$ cat config.mk
export PLATFORM = sky130hd
export DESIGN_NAME = sbs_tap
export DESIGN_NICKNAME = d
export VERILOG_FILES = /design/src/inc/sbs_pkg.sv /design/src/rtl/sbs_sync.sv /design/src/rtl/sbs_tap.sv
export SDC_FILE = /design/constraint.sdc
export NUM_CORES = 1
export LEC_CHECK = 0
export ABC_AREA = 0
export BUFFER_PORTS_ARGS = -buffer_cell sky130_fd_sc_hd__clkbuf_2
export CELL_PAD_IN_SITES_DETAIL_PLACEMENT = 0
export CELL_PAD_IN_SITES_GLOBAL_PLACEMENT = 1
export CORE_AREA = 2 2 164 134
export CTS_CLUSTER_SIZE = 20
export DETAILED_ROUTE_END_ITERATION = 16
export DIE_AREA = 0 0 166 136
export GPL_TIMING_DRIVEN = 0
export PLACE_DENSITY = 0.78
export SETUP_SLACK_MARGIN = 0.2
export SLEW_MARGIN = 30
export SYNTH_ARGS = -nofsm -noshare
export SYNTH_HDL_FRONTEND = slang
export SYNTH_SLANG_ARGS = --single-unit
$ cat constraint.sdc
create_clock -name clk_i -period 2.1 [get_ports clk_i]
set_input_delay 0.105 -clock clk_i [delete_from_list [all_inputs] [get_ports clk_i]]
set_output_delay 0.105 -clock clk_i [all_outputs]
set_load 0.02 [all_outputs]
$ cat src/inc/sbs_pkg.sv
// Package with constants and types for the SRAM boundary-scan test port.
package sbs_pkg;

    // =====================================================================
    // Sizes
    // =====================================================================
    localparam int IR_W = 3;
    localparam int ID_W = 32;
    localparam int BSR_W = 71;

    // =====================================================================
    // Instruction codes
    // =====================================================================
    localparam logic [IR_W-1:0] INS_EXTEST = 3'h0;
    localparam logic [IR_W-1:0] INS_IDCODE = 3'h1;
    localparam logic [IR_W-1:0] INS_SAMPLE_Z = 3'h2;
    localparam logic [IR_W-1:0] INS_SAMPLE = 3'h4;
    localparam logic [IR_W-1:0] INS_BYPASS = 3'h7;
    localparam logic [1:0] IR_CAPTURE_LSB = 2'h1;
    localparam int TLR_ONES = 5;

    // Identification value; arbitrary neutral value, bit 0 set marks presence.
    localparam logic [ID_W-1:0] ID_VALUE = 32'h1a2b3c4d | 32'h00000001;

    // =====================================================================
    // Controller states
    // =====================================================================
    typedef enum logic [3:0] {
        ST_TLR, ST_RTI, ST_SEL_DR, ST_CAP_DR, ST_SH_DR, ST_EX1_DR, ST_PAU_DR,
        ST_EX2_DR, ST_UPD_DR, ST_SEL_IR, ST_CAP_IR, ST_SH_IR, ST_EX1_IR,
        ST_PAU_IR, ST_EX2_IR, ST_UPD_IR
    } sbs_state_t;

endpackage

$ cat src/rtl/sbs_sync.sv
// Two-flip-flop synchroniser for a bundle of level inputs.
`timescale 1ns/1ns
module sbs_sync #(
    parameter int W = 1
) (
    input wire logic clk_i,
    input wire logic rst_n_i,
    input wire logic [W-1:0] d_i,
    output logic [W-1:0] q_o
);
    logic [W-1:0] meta_q;

    always_ff @(posedge clk_i)
    begin
        if (!rst_n_i)
        begin
            meta_q <= '0;
            q_o <= '0;
        end
        else
        begin
            meta_q <= d_i;
            q_o <= meta_q;
        end
    end
endmodule

$ cat src/rtl/sbs_tap.sv
// Test access port of the SRAM: controller, instruction and scan paths.
//
// Contract
// [RL1] All-zero instruction decodes as the valid external-test instruction.
// [RL2] External test captures and shifts like sample, and forces SRAM outputs high-Z.
// [RL3] Identification instruction loads the fixed 32-bit value and shifts it out.
// [RL4] Instruction register becomes identification at power-up and in test-logic-reset.
// [RL5] Sample-Z puts the boundary register between data in and out in shift-DR.
// [RL6] Sample-Z holds all SRAM output drivers high impedance.
// [RL7] Sample captures input and bidirectional pin levels in capture-DR.
// [RL8] Update-DR under sample transfers nothing to pins; behaves like pause.
// [RL9] Shift-DR after sample capture shifts the captured boundary bits out.
// [RL10] Bypass in shift-DR routes data through a single bypass bit.
// [RL11] Controller never loads reserved instruction codes.
// [RL12] Controller ignores the captured clock bit if the SRAM clock runs.
// [RL13] A pin changing during capture gives an unknown bit without upset.
// [RL14] Codes: 000,001,010,100,111 used; 011,101,110 reserved.
// [RL15] Instruction register is three bits; capture-IR loads 01 into its low bits.
// [RL16] Five TMS-high rising edges reset the port without disturbing the SRAM.
// [RL17] Boundary register is 71 bits, MSB toward data in, LSB toward data out.
// [RL18] Sixteen-state controller on rising test clock; TDO driven only in shifts.
`timescale 1ns/1ns
module sbs_tap #(
    parameter int BSR_W = sbs_pkg::BSR_W
) (
    input wire logic clk_i,
    input wire logic rst_n_i,
    input wire logic tck_i,
    input wire logic tms_i,
    input wire logic tdi_i,
    input wire logic [BSR_W-1:0] pins_i,
    output logic tdo_o,
    output logic tdo_oe_o,
    output logic sram_hiz_o
);
    // =====================================================================
    // Synchronisers and test clock edges
    // =====================================================================
    // The pins are sampled too, so a pin moving at capture only yields an
    // unknown bit value, never an unstable flop downstream.
    logic [BSR_W+2:0] sync_s;
    logic tck_s, tms_s, tdi_s;
    logic [BSR_W-1:0] pins_s;
    logic tck_prev_q;
    logic tck_rise, tck_fall;

    sbs_sync #(.W(BSR_W + 3)) u_sync (
        .clk_i(clk_i),
        .rst_n_i(rst_n_i),
        .d_i({pins_i, tdi_i, tms_i, tck_i}),
        .q_o(sync_s)
    ); // RL13
    assign tck_s = sync_s[0];
    assign tms_s = sync_s[1];
    assign tdi_s = sync_s[2];
    assign pins_s = sync_s[BSR_W+2:3];

    always_ff @(posedge clk_i)
    begin
        if (!rst_n_i)
            tck_prev_q <= 1'b0;
        else
            tck_prev_q <= tck_s;
    end
    assign tck_rise = tck_s && !tck_prev_q;
    assign tck_fall = !tck_s && tck_prev_q;

    // =====================================================================
    // Controller
    // =====================================================================
    sbs_pkg::sbs_state_t state_q, state_d;

    always_comb
    begin
        state_d = state_q;
        case (state_q)
            sbs_pkg::ST_TLR: state_d = tms_s ? sbs_pkg::ST_TLR : sbs_pkg::ST_RTI;
            sbs_pkg::ST_RTI: state_d = tms_s ? sbs_pkg::ST_SEL_DR : sbs_pkg::ST_RTI;
            sbs_pkg::ST_SEL_DR: state_d = tms_s ? sbs_pkg::ST_SEL_IR : sbs_pkg::ST_CAP_DR;
            sbs_pkg::ST_CAP_DR: state_d = tms_s ? sbs_pkg::ST_EX1_DR : sbs_pkg::ST_SH_DR;
            sbs_pkg::ST_SH_DR: state_d = tms_s ? sbs_pkg::ST_EX1_DR : sbs_pkg::ST_SH_DR;
            sbs_pkg::ST_EX1_DR: state_d = tms_s ? sbs_pkg::ST_UPD_DR : sbs_pkg::ST_PAU_DR;
            sbs_pkg::ST_PAU_DR: state_d = tms_s ? sbs_pkg::ST_EX2_DR : sbs_pkg::ST_PAU_DR;
            sbs_pkg::ST_EX2_DR: state_d = tms_s ? sbs_pkg::ST_UPD_DR : sbs_pkg::ST_SH_DR;
            sbs_pkg::ST_UPD_DR: state_d = tms_s ? sbs_pkg::ST_SEL_DR : sbs_pkg::ST_RTI;
            sbs_pkg::ST_SEL_IR: state_d = tms_s ? sbs_pkg::ST_TLR : sbs_pkg::ST_CAP_IR;
            sbs_pkg::ST_CAP_IR: state_d = tms_s ? sbs_pkg::ST_EX1_IR : sbs_pkg::ST_SH_IR;
            sbs_pkg::ST_SH_IR: state_d = tms_s ? sbs_pkg::ST_EX1_IR : sbs_pkg::ST_SH_IR;
            sbs_pkg::ST_EX1_IR: state_d = tms_s ? sbs_pkg::ST_UPD_IR : sbs_pkg::ST_PAU_IR;
            sbs_pkg::ST_PAU_IR: state_d = tms_s ? sbs_pkg::ST_EX2_IR : sbs_pkg::ST_PAU_IR;
            sbs_pkg::ST_EX2_IR: state_d = tms_s ? sbs_pkg::ST_UPD_IR : sbs_pkg::ST_SH_IR;
            sbs_pkg::ST_UPD_IR: state_d = tms_s ? sbs_pkg::ST_SEL_DR : sbs_pkg::ST_RTI;
            default: state_d = sbs_pkg::ST_TLR;
        endcase
    end

    always_ff @(posedge clk_i)
    begin
        if (!rst_n_i)
            state_q <= sbs_pkg::ST_TLR;
        else if (tck_rise)
            state_q <= state_d; // RL18 RL16
    end

    // =====================================================================
    // Instruction register
    // =====================================================================
    logic [sbs_pkg::IR_W-1:0] ir_sh_q, ir_q;

    always_ff @(posedge clk_i)
    begin
        if (!rst_n_i)
        begin
            ir_sh_q <= sbs_pkg::INS_IDCODE;
            ir_q <= sbs_pkg::INS_IDCODE; // RL4
        end
        else if (tck_rise)
        begin
            // Loading on entry keeps the instruction right for the whole reset state.
            if (state_d == sbs_pkg::ST_TLR)
                ir_q <= sbs_pkg::INS_IDCODE; // RL4
            else if (state_q == sbs_pkg::ST_UPD_IR)
                ir_q <= ir_sh_q;
            if (state_q == sbs_pkg::ST_CAP_IR)
                ir_sh_q <= {1'b0, sbs_pkg::IR_CAPTURE_LSB}; // RL15
            else if (state_q == sbs_pkg::ST_SH_IR)
                ir_sh_q <= {tdi_s, ir_sh_q[sbs_pkg::IR_W-1:1]};
        end
    end

    // Decode; reserved codes fall back to the bypass path as a safe choice.
    logic sel_bsr, sel_id;
    assign sel_bsr = (ir_q == sbs_pkg::INS_EXTEST) || (ir_q == sbs_pkg::INS_SAMPLE_Z)
        || (ir_q == sbs_pkg::INS_SAMPLE); // RL1 RL2 RL5 RL9 RL14
    assign sel_id = (ir_q == sbs_pkg::INS_IDCODE); // RL3

    // =====================================================================
    // Data registers
    // =====================================================================
    logic [BSR_W-1:0] bsr_q;
    logic [sbs_pkg::ID_W-1:0] id_q;
    logic byp_q;

    always_ff @(posedge clk_i)
    begin
        if (!rst_n_i)
        begin
            bsr_q <= '0;
            id_q <= '0;
            byp_q <= 1'b0;
        end
        else if (tck_rise)
        begin
            if (state_q == sbs_pkg::ST_CAP_DR)
            begin
                if (sel_bsr)
                    bsr_q <= pins_s; // RL7 RL2
                if (sel_id)
                    id_q <= sbs_pkg::ID_VALUE; // RL3
                byp_q <= 1'b0;
            end
            else if (state_q == sbs_pkg::ST_SH_DR)
            begin
                if (sel_bsr)
                    bsr_q <= {tdi_s, bsr_q[BSR_W-1:1]}; // RL17 RL9
                else if (sel_id)
                    id_q <= {tdi_s, id_q[sbs_pkg::ID_W-1:1]}; // RL3
                else
                    byp_q <= tdi_s; // RL10
            end
            // Update-DR holds everything, like Pause-DR; nothing reaches the pins.
        end
    end // RL8

    // =====================================================================
    // Outputs
    // =====================================================================
    logic tdo_q, tdo_oe_q, hiz_q;

    always_ff @(posedge clk_i)
    begin
        if (!rst_n_i)
        begin
            tdo_q <= 1'b0;
            tdo_oe_q <= 1'b0;
        end
        else if (tck_fall)
        begin
            tdo_oe_q <= (state_q == sbs_pkg::ST_SH_IR) || (state_q == sbs_pkg::ST_SH_DR); // RL18
            if (state_q == sbs_pkg::ST_SH_IR)
                tdo_q <= ir_sh_q[0];
            else if (sel_bsr)
                tdo_q <= bsr_q[0]; // RL17
            else if (sel_id)
                tdo_q <= id_q[0];
            else
                tdo_q <= byp_q; // RL10
        end
    end

    always_ff @(posedge clk_i)
    begin
        if (!rst_n_i)
            hiz_q <= 1'b0;
        else
            hiz_q <= (ir_q == sbs_pkg::INS_EXTEST) || (ir_q == sbs_pkg::INS_SAMPLE_Z); // RL2 RL6
    end

    assign tdo_o = tdo_q;
    assign tdo_oe_o = tdo_oe_q;
    assign sram_hiz_o = hiz_q;

    // =====================================================================
    // Checks
    // =====================================================================
    // Run of TMS-high rises, saturating one below the count that must force the reset state.
    logic [2:0] hi_cnt_q;

    always_ff @(posedge clk_i)
    begin
        if (!rst_n_i)
            hi_cnt_q <= 3'h0;
        else if (tck_rise && !tms_s)
            hi_cnt_q <= 3'h0;
        else if (tck_rise && hi_cnt_q != 3'(sbs_pkg::TLR_ONES - 1))
            hi_cnt_q <= hi_cnt_q + 3'h1;
    end
endmodule

==> summary.md, run 1 <==
| Metric | Value |
|---|---|
| Distinct cell type count after synthesis | `43` |
| Mean routed wirelength per cell | `14.3 um` |
| Filler cell count | `1795` |
| Crit share post-route | `around 94%` |
| Worst path buffer plus inverter count | `5` |
| Crit-path slowest cell | `or3b_4` |
| Power per standard cell area | `844 nW/um^2` |
| Detailed Routing Iterations Pass 1 | `4` |
| P_int | `8.47 mW` |
| Fin util | `59.5%` |
| Setup crit end kind | `register` |
| Number of global-route vias before repair | `6693` |
| GRT overflow | `0` |
| Fin Hold WS | `0.0861 ns` |
| Core Region | `21100 sq um` |
| Commonest non-fill, non-tap cell in the layout | `dfxtp_1` |
| Critical Path, Cell by Cell | `buf_6 > or3b_4 > a2111oi_4 > buf_6 > buf_8 > buf_12 > buf_8 > nand3_2 > o211a_1` |
| Sw Share | `20.0%` |
| Final setup viols | `0` |
| DR top layer | `met4` |
| Via density | `4.94` |
| Dpl cell area | `9990 sq um` |
| Initial Utilization | `between 40% and 50%` |
| Min Tclk post-route | `a little under 2 ns` |
| Post-route insts no fill | `1471` |
| Number of diodes | `0` |
| Hold path start | `rst_n_i` |
| Final non-filler cell area | `12500 sq um` |
| Fin Clk Skew | `0.00765 ns` |
| Hold/Removal Path Class | `in2reg` |
| Clk buf depth | `3` |
| Nets | `roughly 1300` |
| Clock power frac | `46.5%` |
| Final hold violations | `0` |
| Num CTS Buffers | `26` |
| Post-Place Cells | `1326` |
| Die height | `136 um` |
| GP Congestion | `approximately 0.8` |
| DRT iter0 DRCs | `255` |
| CTS H-Tree Depth | `1` |
| P_leak | `about 5.3 nW` |
| Syn Nets | `around 1100` |
| Unrepaired setup endpoints after global routing | `true` |
| IO Pins | `about 80` |
| Most frequent cells in the layout | `262 x dfxtp_1, 151 x nand2_1, 149 x and2_1, 82 x clkbuf_2, 79 x nand3_1` |
| Data arrival, critical path | `between 2 and 2.5 ns` |
| Die ar. | `around 23000 sq um` |
| Critical Path RT | `2.50 ns` |
| Total wire length | `21100 um` |
| Switching power | `2.12 mW` |
| CTS root buf | `clkbuf_16` |
| First-pass GRT wire length | `33300 um` |
| M1 WL | `roughly 10000 um` |
| Setup slack, reg-to-reg | `0.13 ns` |
| Antenna violations before repair | `0` |
| GRT Total Usage | `17.8%` |
| IO Port Bufs | `between 70 and 80` |
| Worst-margin pin slew | `around 0.80 ns` |
| Slew Limit Fails | `0` |
| Post-route setup TNS | `0 ns` |
| Max_slew headroom | `46.5%` |
| R2R Path Start | `state_q[0]` |
| Area of the mapped netlist | `9250 sq um` |
| Clk sinks | `266` |
| Crit Path Max Fanout | `5` |
| P&R area growth vs syn | `35.7%` |
| Placed wire-length estimate | `around 13000 um` |
| Clock latency on the worst-skew pair | `roughly 0.52 ns` |
| Share of layout cells above drive strength 1 | `18.8%` |
| Maxcap violations | `0` |
| Residual DRC | `0` |
| Crit. Startpoint | `state_q[0]` |
| Share of total power in combinational logic | `4.2%` |
| Synth Flop Type | `dfxtp_1` |
| VDD IR max | `0.500 mV` |
| Crit path largest cell delay | `0.39 ns` |
| Post-DRT Antenna Nets | `0` |
| Number of synthesized flops with an enable pin | `0` |
| Setup CP Type | `reg2reg` |
| # rows | `48` |
| Metal3 WL | `827 um` |
| Vias after detailed routing | `7265` |
| Sequential share of power | `49.3%` |
| Crit start category | `register` |
| CTS tree | `done` |
| Largest delay contributor family on the critical path | `buffers and inverters` |
| Worst-path clk slew | `about 0.060 ns` |
| Met2 routed WL | `9500 um` |
| Gate Count Post-Synth | `974` |
| Mean Syn Cell Area | `around 9.5 sq um` |
| Pin count of the biggest net entering global routing | `16` |
| Die Wd | `166 um` |
| #FFs+latches synth | `around 270` |
| Max Fclk | `slightly above 0.5 GHz` |
| Status | `completed` |
| Asr flop ratio synth | `0%` |
| Sequential area share after synthesis | `57.6%` |
| Count of warnings emitted by yosys | `0` |
[final cells by class]
cell class                 instances  area (sq um)  area share [%]
sequential                       266          5330            42.5
multi-input combinational        619          3760            29.9
timing repair buffer             175          1580            12.6
clock buffer                      39           781            6.22
buffer                            83           591            4.71
tap                              275           344            2.74
clock inverter                     8           140            1.12
inverter                           6          22.5           0.180
[sequential cells by signal (all words and copies together), names as in the netlist, 3 cells and up]
register,flops
ir_q,3
state_q,4
ir_sh_q,3
u_sync.meta_q,74
id_q,32
u_sync.q_o,74
bsr_q,71
[worst register-to-register path: stages, from the launching register on]
cell       delay [ns]
dfxtp_2          0.31
buf_6            0.11
or3b_4           0.39
a2111oi_4        0.31
buf_6            0.20
buf_8            0.14
buf_12           0.11
buf_8            0.11
nand3_2          0.05
o211a_1          0.12
[logic make-up (layout without fill, tap and decap cells)]
kind of cell	Yosys count	count (layout)	share of synthesized area (%)
AOI/OAI and AO/OA	152	152	12.7
xor gates and xnor gates	3	3	0.284
adders and majority gates	1	1	0.108
buffers and inverters	89	311	3.87
DFF	266	266	57.6
muxes	5	5	0.541
and+or+nand+nor	458	458	25.0
[stage by stage]
step                setup WS (ns)  total power, mW
global route               0.0467             11.0
global placement           -0.335             5.65
detailed placement         -0.320             5.66
CTS                         0.132             10.7
floorplan                   0.206             5.51
finish                      0.126             10.6
[cells in the mapped netlist (all sizes together), types with 2 or more instances]
cell	n	area (sq um)
a211o	2	17.5
a211oi	2	15.0
a21oi	9	45.0
a311oi	17	149
a31oi	3	18.8
and2	149	932
buf	24	114
clkbuf	59	221
dfxtp	266	5330
inv	6	22.5
mux2i	5	50.1
nand2	151	567
nand2b	5	31.3
nand3	105	526
nor2	26	97.6
nor2b	4	25.0
nor3	6	30.0
o211a	54	541
o211ai	2	15.0
o21ai	54	270
o31ai	2	15.0
or3b	3	26.3
xnor2	3	26.3
[repair_timing]
action / 4_1_cts / 5_1_grt
resized for setup: 56 / 137
endpoints found under the hold margin: 74 / 0
pin swaps: 1 / 6
buffers inserted: 8 / 1
cloned: 4 / 11
hold buffers: 74 / 0
endpoints found under the setup margin: 104 / 108
[power by group through the flow]
| stage | Clock [mW] | Combinational (mW) | Sequential (mW) |
|---|---|---|---|
| 6_report | 4.93 | 0.448 | 5.22 |
| 5_1_grt | 5.22 | 0.500 | 5.23 |
| 4_1_cts | 5.01 | 0.438 | 5.22 |
| 3_5_place_dp | 0 | 0.325 | 5.33 |
| 3_3_place_gp | 0 | 0.324 | 5.33 |
| 2_1_floorplan | 0 | 0.189 | 5.32 |
[per-layer routing]
metal	vias up	global-route usage (%)
li1	3692	-
met2	133	28.3
met5	-	0
met4	0	4.69
met3	42	3.06
met1	3398	25.3
[final timing paths]
kind,end,cells past startpoint
max,bsr_q[39],9
min,byp_q,3
max reg2reg,bsr_q[39],9
min reg2reg,u_sync.q_o[61],1
(Power assumes the default switching activity.)
==> run 2, diff against run 1 <==
--- a/config.mk
+++ b/config.mk
@@ -15,3 +15,3 @@
 export DIE_AREA = 0 0 166 136
-export GPL_TIMING_DRIVEN = 0
+export GPL_TIMING_DRIVEN = 1
 export PLACE_DENSITY = 0.78
==> constraint.sdc (replaced) <==
create_clock -name clk_i -period 2.2 [get_ports clk_i]
set_input_delay 0.33 -clock clk_i [delete_from_list [all_inputs] [get_ports clk_i]]
set_output_delay 0.33 -clock clk_i [all_outputs]
set_load 0.02 [all_outputs]
==> run 2 against run 1 <==
  * Count of clock-buffer cells in the layout is the same
  * Largest power group unchanged
  * Cell area decreased by 11%
  * Combinational power shrank 31%
  * Wire length shrank 21%
  * Critical path type unchanged
  * Fmax increased by 2.2%
==> summary.md, run 2 (synthesized netlist as in run 1, its figures left out) <==
| Metric | Value |
|---|---|
| Most frequent cells in the layout | `265 x dfxtp_1, 151 x nand2_1, 149 x and2_1, 105 x nand3_1, 77 x clkbuf_2` |
| Min Tclk post-route | `1.93 ns (-0.0427 ns)` |
| CTS tree | `done` |
| Crit share post-route | `87.8% (-6.2 points)` |
| Critical Path RT | `2.63 ns (+0.13 ns)` |
| CTS root buf | `clkbuf_16` |
| Die Wd | `166 um (unchanged)` |
| IO Pins | `79 (unchanged)` |
| Grt peak-use layer | `met2` |
| Hold/Removal Path Class | `in2reg` |
| CTS H-Tree Depth | `1 (unchanged)` |
| VDD IR max | `0.647 mV (+29%)` |
| Max_slew headroom | `59.7% (+13 points)` |
| Final hold violations | `0 (unchanged)` |
| Crit start category | `register` |
| Final setup viols | `0 (unchanged)` |
| Residual DRC | `0 (unchanged)` |
| Max Fclk | `0.518 GHz (+2.2%)` |
| Worst-path clk slew | `0.06 ns (about the same)` |
| Nets | `1113 (-11%)` |
| Worst-margin pin slew | `0.598 ns (-0.205 ns)` |
| Slew Limit Fails | `0 (unchanged)` |
| Placed wire-length estimate | `9320 um (-26%)` |
| Met3 Usage GRT | `2.82% (-0.23 points)` |
| Mean routed wirelength per cell | `12.5 um (-13%)` |
| P&R area growth vs syn | `20.3%` |
| Number of diodes | `0 (unchanged)` |
| Num CTS Buffers | `26 (unchanged)` |
| Commonest non-fill, non-tap cell in the layout | `dfxtp_1` |
| Fin Clk Skew | `0.00692 ns (-0.000725 ns)` |
| Via density | `4.87 (-1.3%)` |
| IO Port Bufs | `78 (+1.3%)` |
| Initial Utilization | `43.9% (unchanged)` |
| Maxcap violations | `0 (unchanged)` |
| P_leak | `4.76 nW (-11%)` |
| # rows | `48 (unchanged)` |
| Die height | `136 um (unchanged)` |
| Data arrival, critical path | `2.36 ns (-0.02 ns)` |
| Clk buf depth | `3 (unchanged)` |
| Detailed Routing Iterations Pass 1 | `4 (unchanged)` |
| Setup crit end kind | `register` |
| GRT overflow | `0 (unchanged)` |
| Hold path start | `pins_i[35]` |
| Crit Path Max Fanout | `26 (+21)` |
| Crit. Startpoint | `state_q[0]` |
| Setup CP Type | `reg2reg` |
| Vias after detailed routing | `6492 (-11%)` |
| Total wire length | `16600 um (-21%)` |
| GR Util met2 | `22.1% (-6.2 points)` |
| GP Congestion | `0.762 (-4.9%)` |
| GRT Total Usage | `14.4% (-3.4 points)` |
| Number of global-route vias before repair | `5803 (-13%)` |
| Die ar. | `22600 sq um (unchanged)` |
| Pin count of the biggest net entering global routing | `171 (+155)` |
| Power per standard cell area | `893 nW/um^2 (+5.7%)` |
| Clk sinks | `266 (unchanged)` |
| Share of layout cells above drive strength 1 | `14.8% (-4.1 points)` |
| Largest regs | `u_sync.meta_q (74), u_sync.q_o (74), bsr_q (71)` |
| R2R Path Start | `state_q[0]` |
| Core Region | `21100 sq um (unchanged)` |
| First-pass GRT wire length | `27900 um (-16%)` |
| Clock latency on the worst-skew pair | `0.52 ns (about the same)` |
| Final total power | `9.93 mW (-6.3%)` |
| Post-route setup TNS | `0 ns (unchanged)` |
| Antenna violations before repair | `0 (unchanged)` |
| Status | `completed` |
| Post-DRT Antenna Nets | `0 (unchanged)` |
| GR Util met1 | `20.6% (-4.7 points)` |
| Unrepaired setup endpoints after global routing | `true` |
| DRT iter0 DRCs | `422 (+65%)` |
run 2: report_power, final:
part	leakage, nW	internal, mW	switching, mW
clock	0.450	2.86	1.78
combinational	2.13	0.158	0.149
sequential	2.17	4.95	0.0380
total	4.76	7.97	1.96
run 2: through the flow:
| stage | area, sq um | setup WS (ns) | hold WS [ns] | std cells | utilization, % |
|---|---|---|---|---|---|
| after CTS | 11000 | 0.230 | 0 | 1326 | 52.3 |
| after global routing | 11100 | 0.153 | 0.00289 | 1332 | 52.8 |
| after global placement | 9960 | 0.272 | 0.415 | 1264 | 47.2 |
| after detailed placement | 9960 | 0.244 | 0.417 | 1264 | 47.2 |
| after floorplan | 9250 | 0.267 | 0.412 | 974 | - |
| final | 11100 | 0.269 | 0.0154 | 1332 | 52.8 |
run 2: area by class of cell:
class,instances,area [sq um]
clock inverters,9,128
repair buffers,118,903
flip-flops and latches,266,5330
inverters,6,22.5
fillers,1916,9960
multi-input cells,619,3600
well taps,275,344
clock buffers,39,801
run 2: repair_timing:
item,4_1_cts,5_1_grt
endpoints found under the setup margin,0,39
hold buffers,14,0
buffers inserted,0,4
endpoints found under the hold margin,14,0
gates resized for setup,0,4
run 2: worst paths after layout:
check,slack (ns),end,cells after the start
hold reg to reg,0.42,u_sync.q_o[6],1
hold / removal,0.02,u_sync.meta_q[38],2
setup reg to reg,0.27,bsr_q[1],6
setup / recovery,0.27,bsr_q[1],6
run 2: metal layers:
metal	part of all wire (%)	vias to the layer above	wire, um
met5	0	-	0
met4	2.0	0	337
met3	3.5	30	590
met2	44	85	7230
met1	51	2985	8460
li1	-	3392	-
run 2: worst max-delay path, cell delays in order (launching register included):
cell	delay, ns
dfxtp_1	0.33
or3b_4	0.43
a2111oi_4	0.44
buf_12	0.20
buf_12	0.16
nor2_1	0.05
a311oi_1	0.23
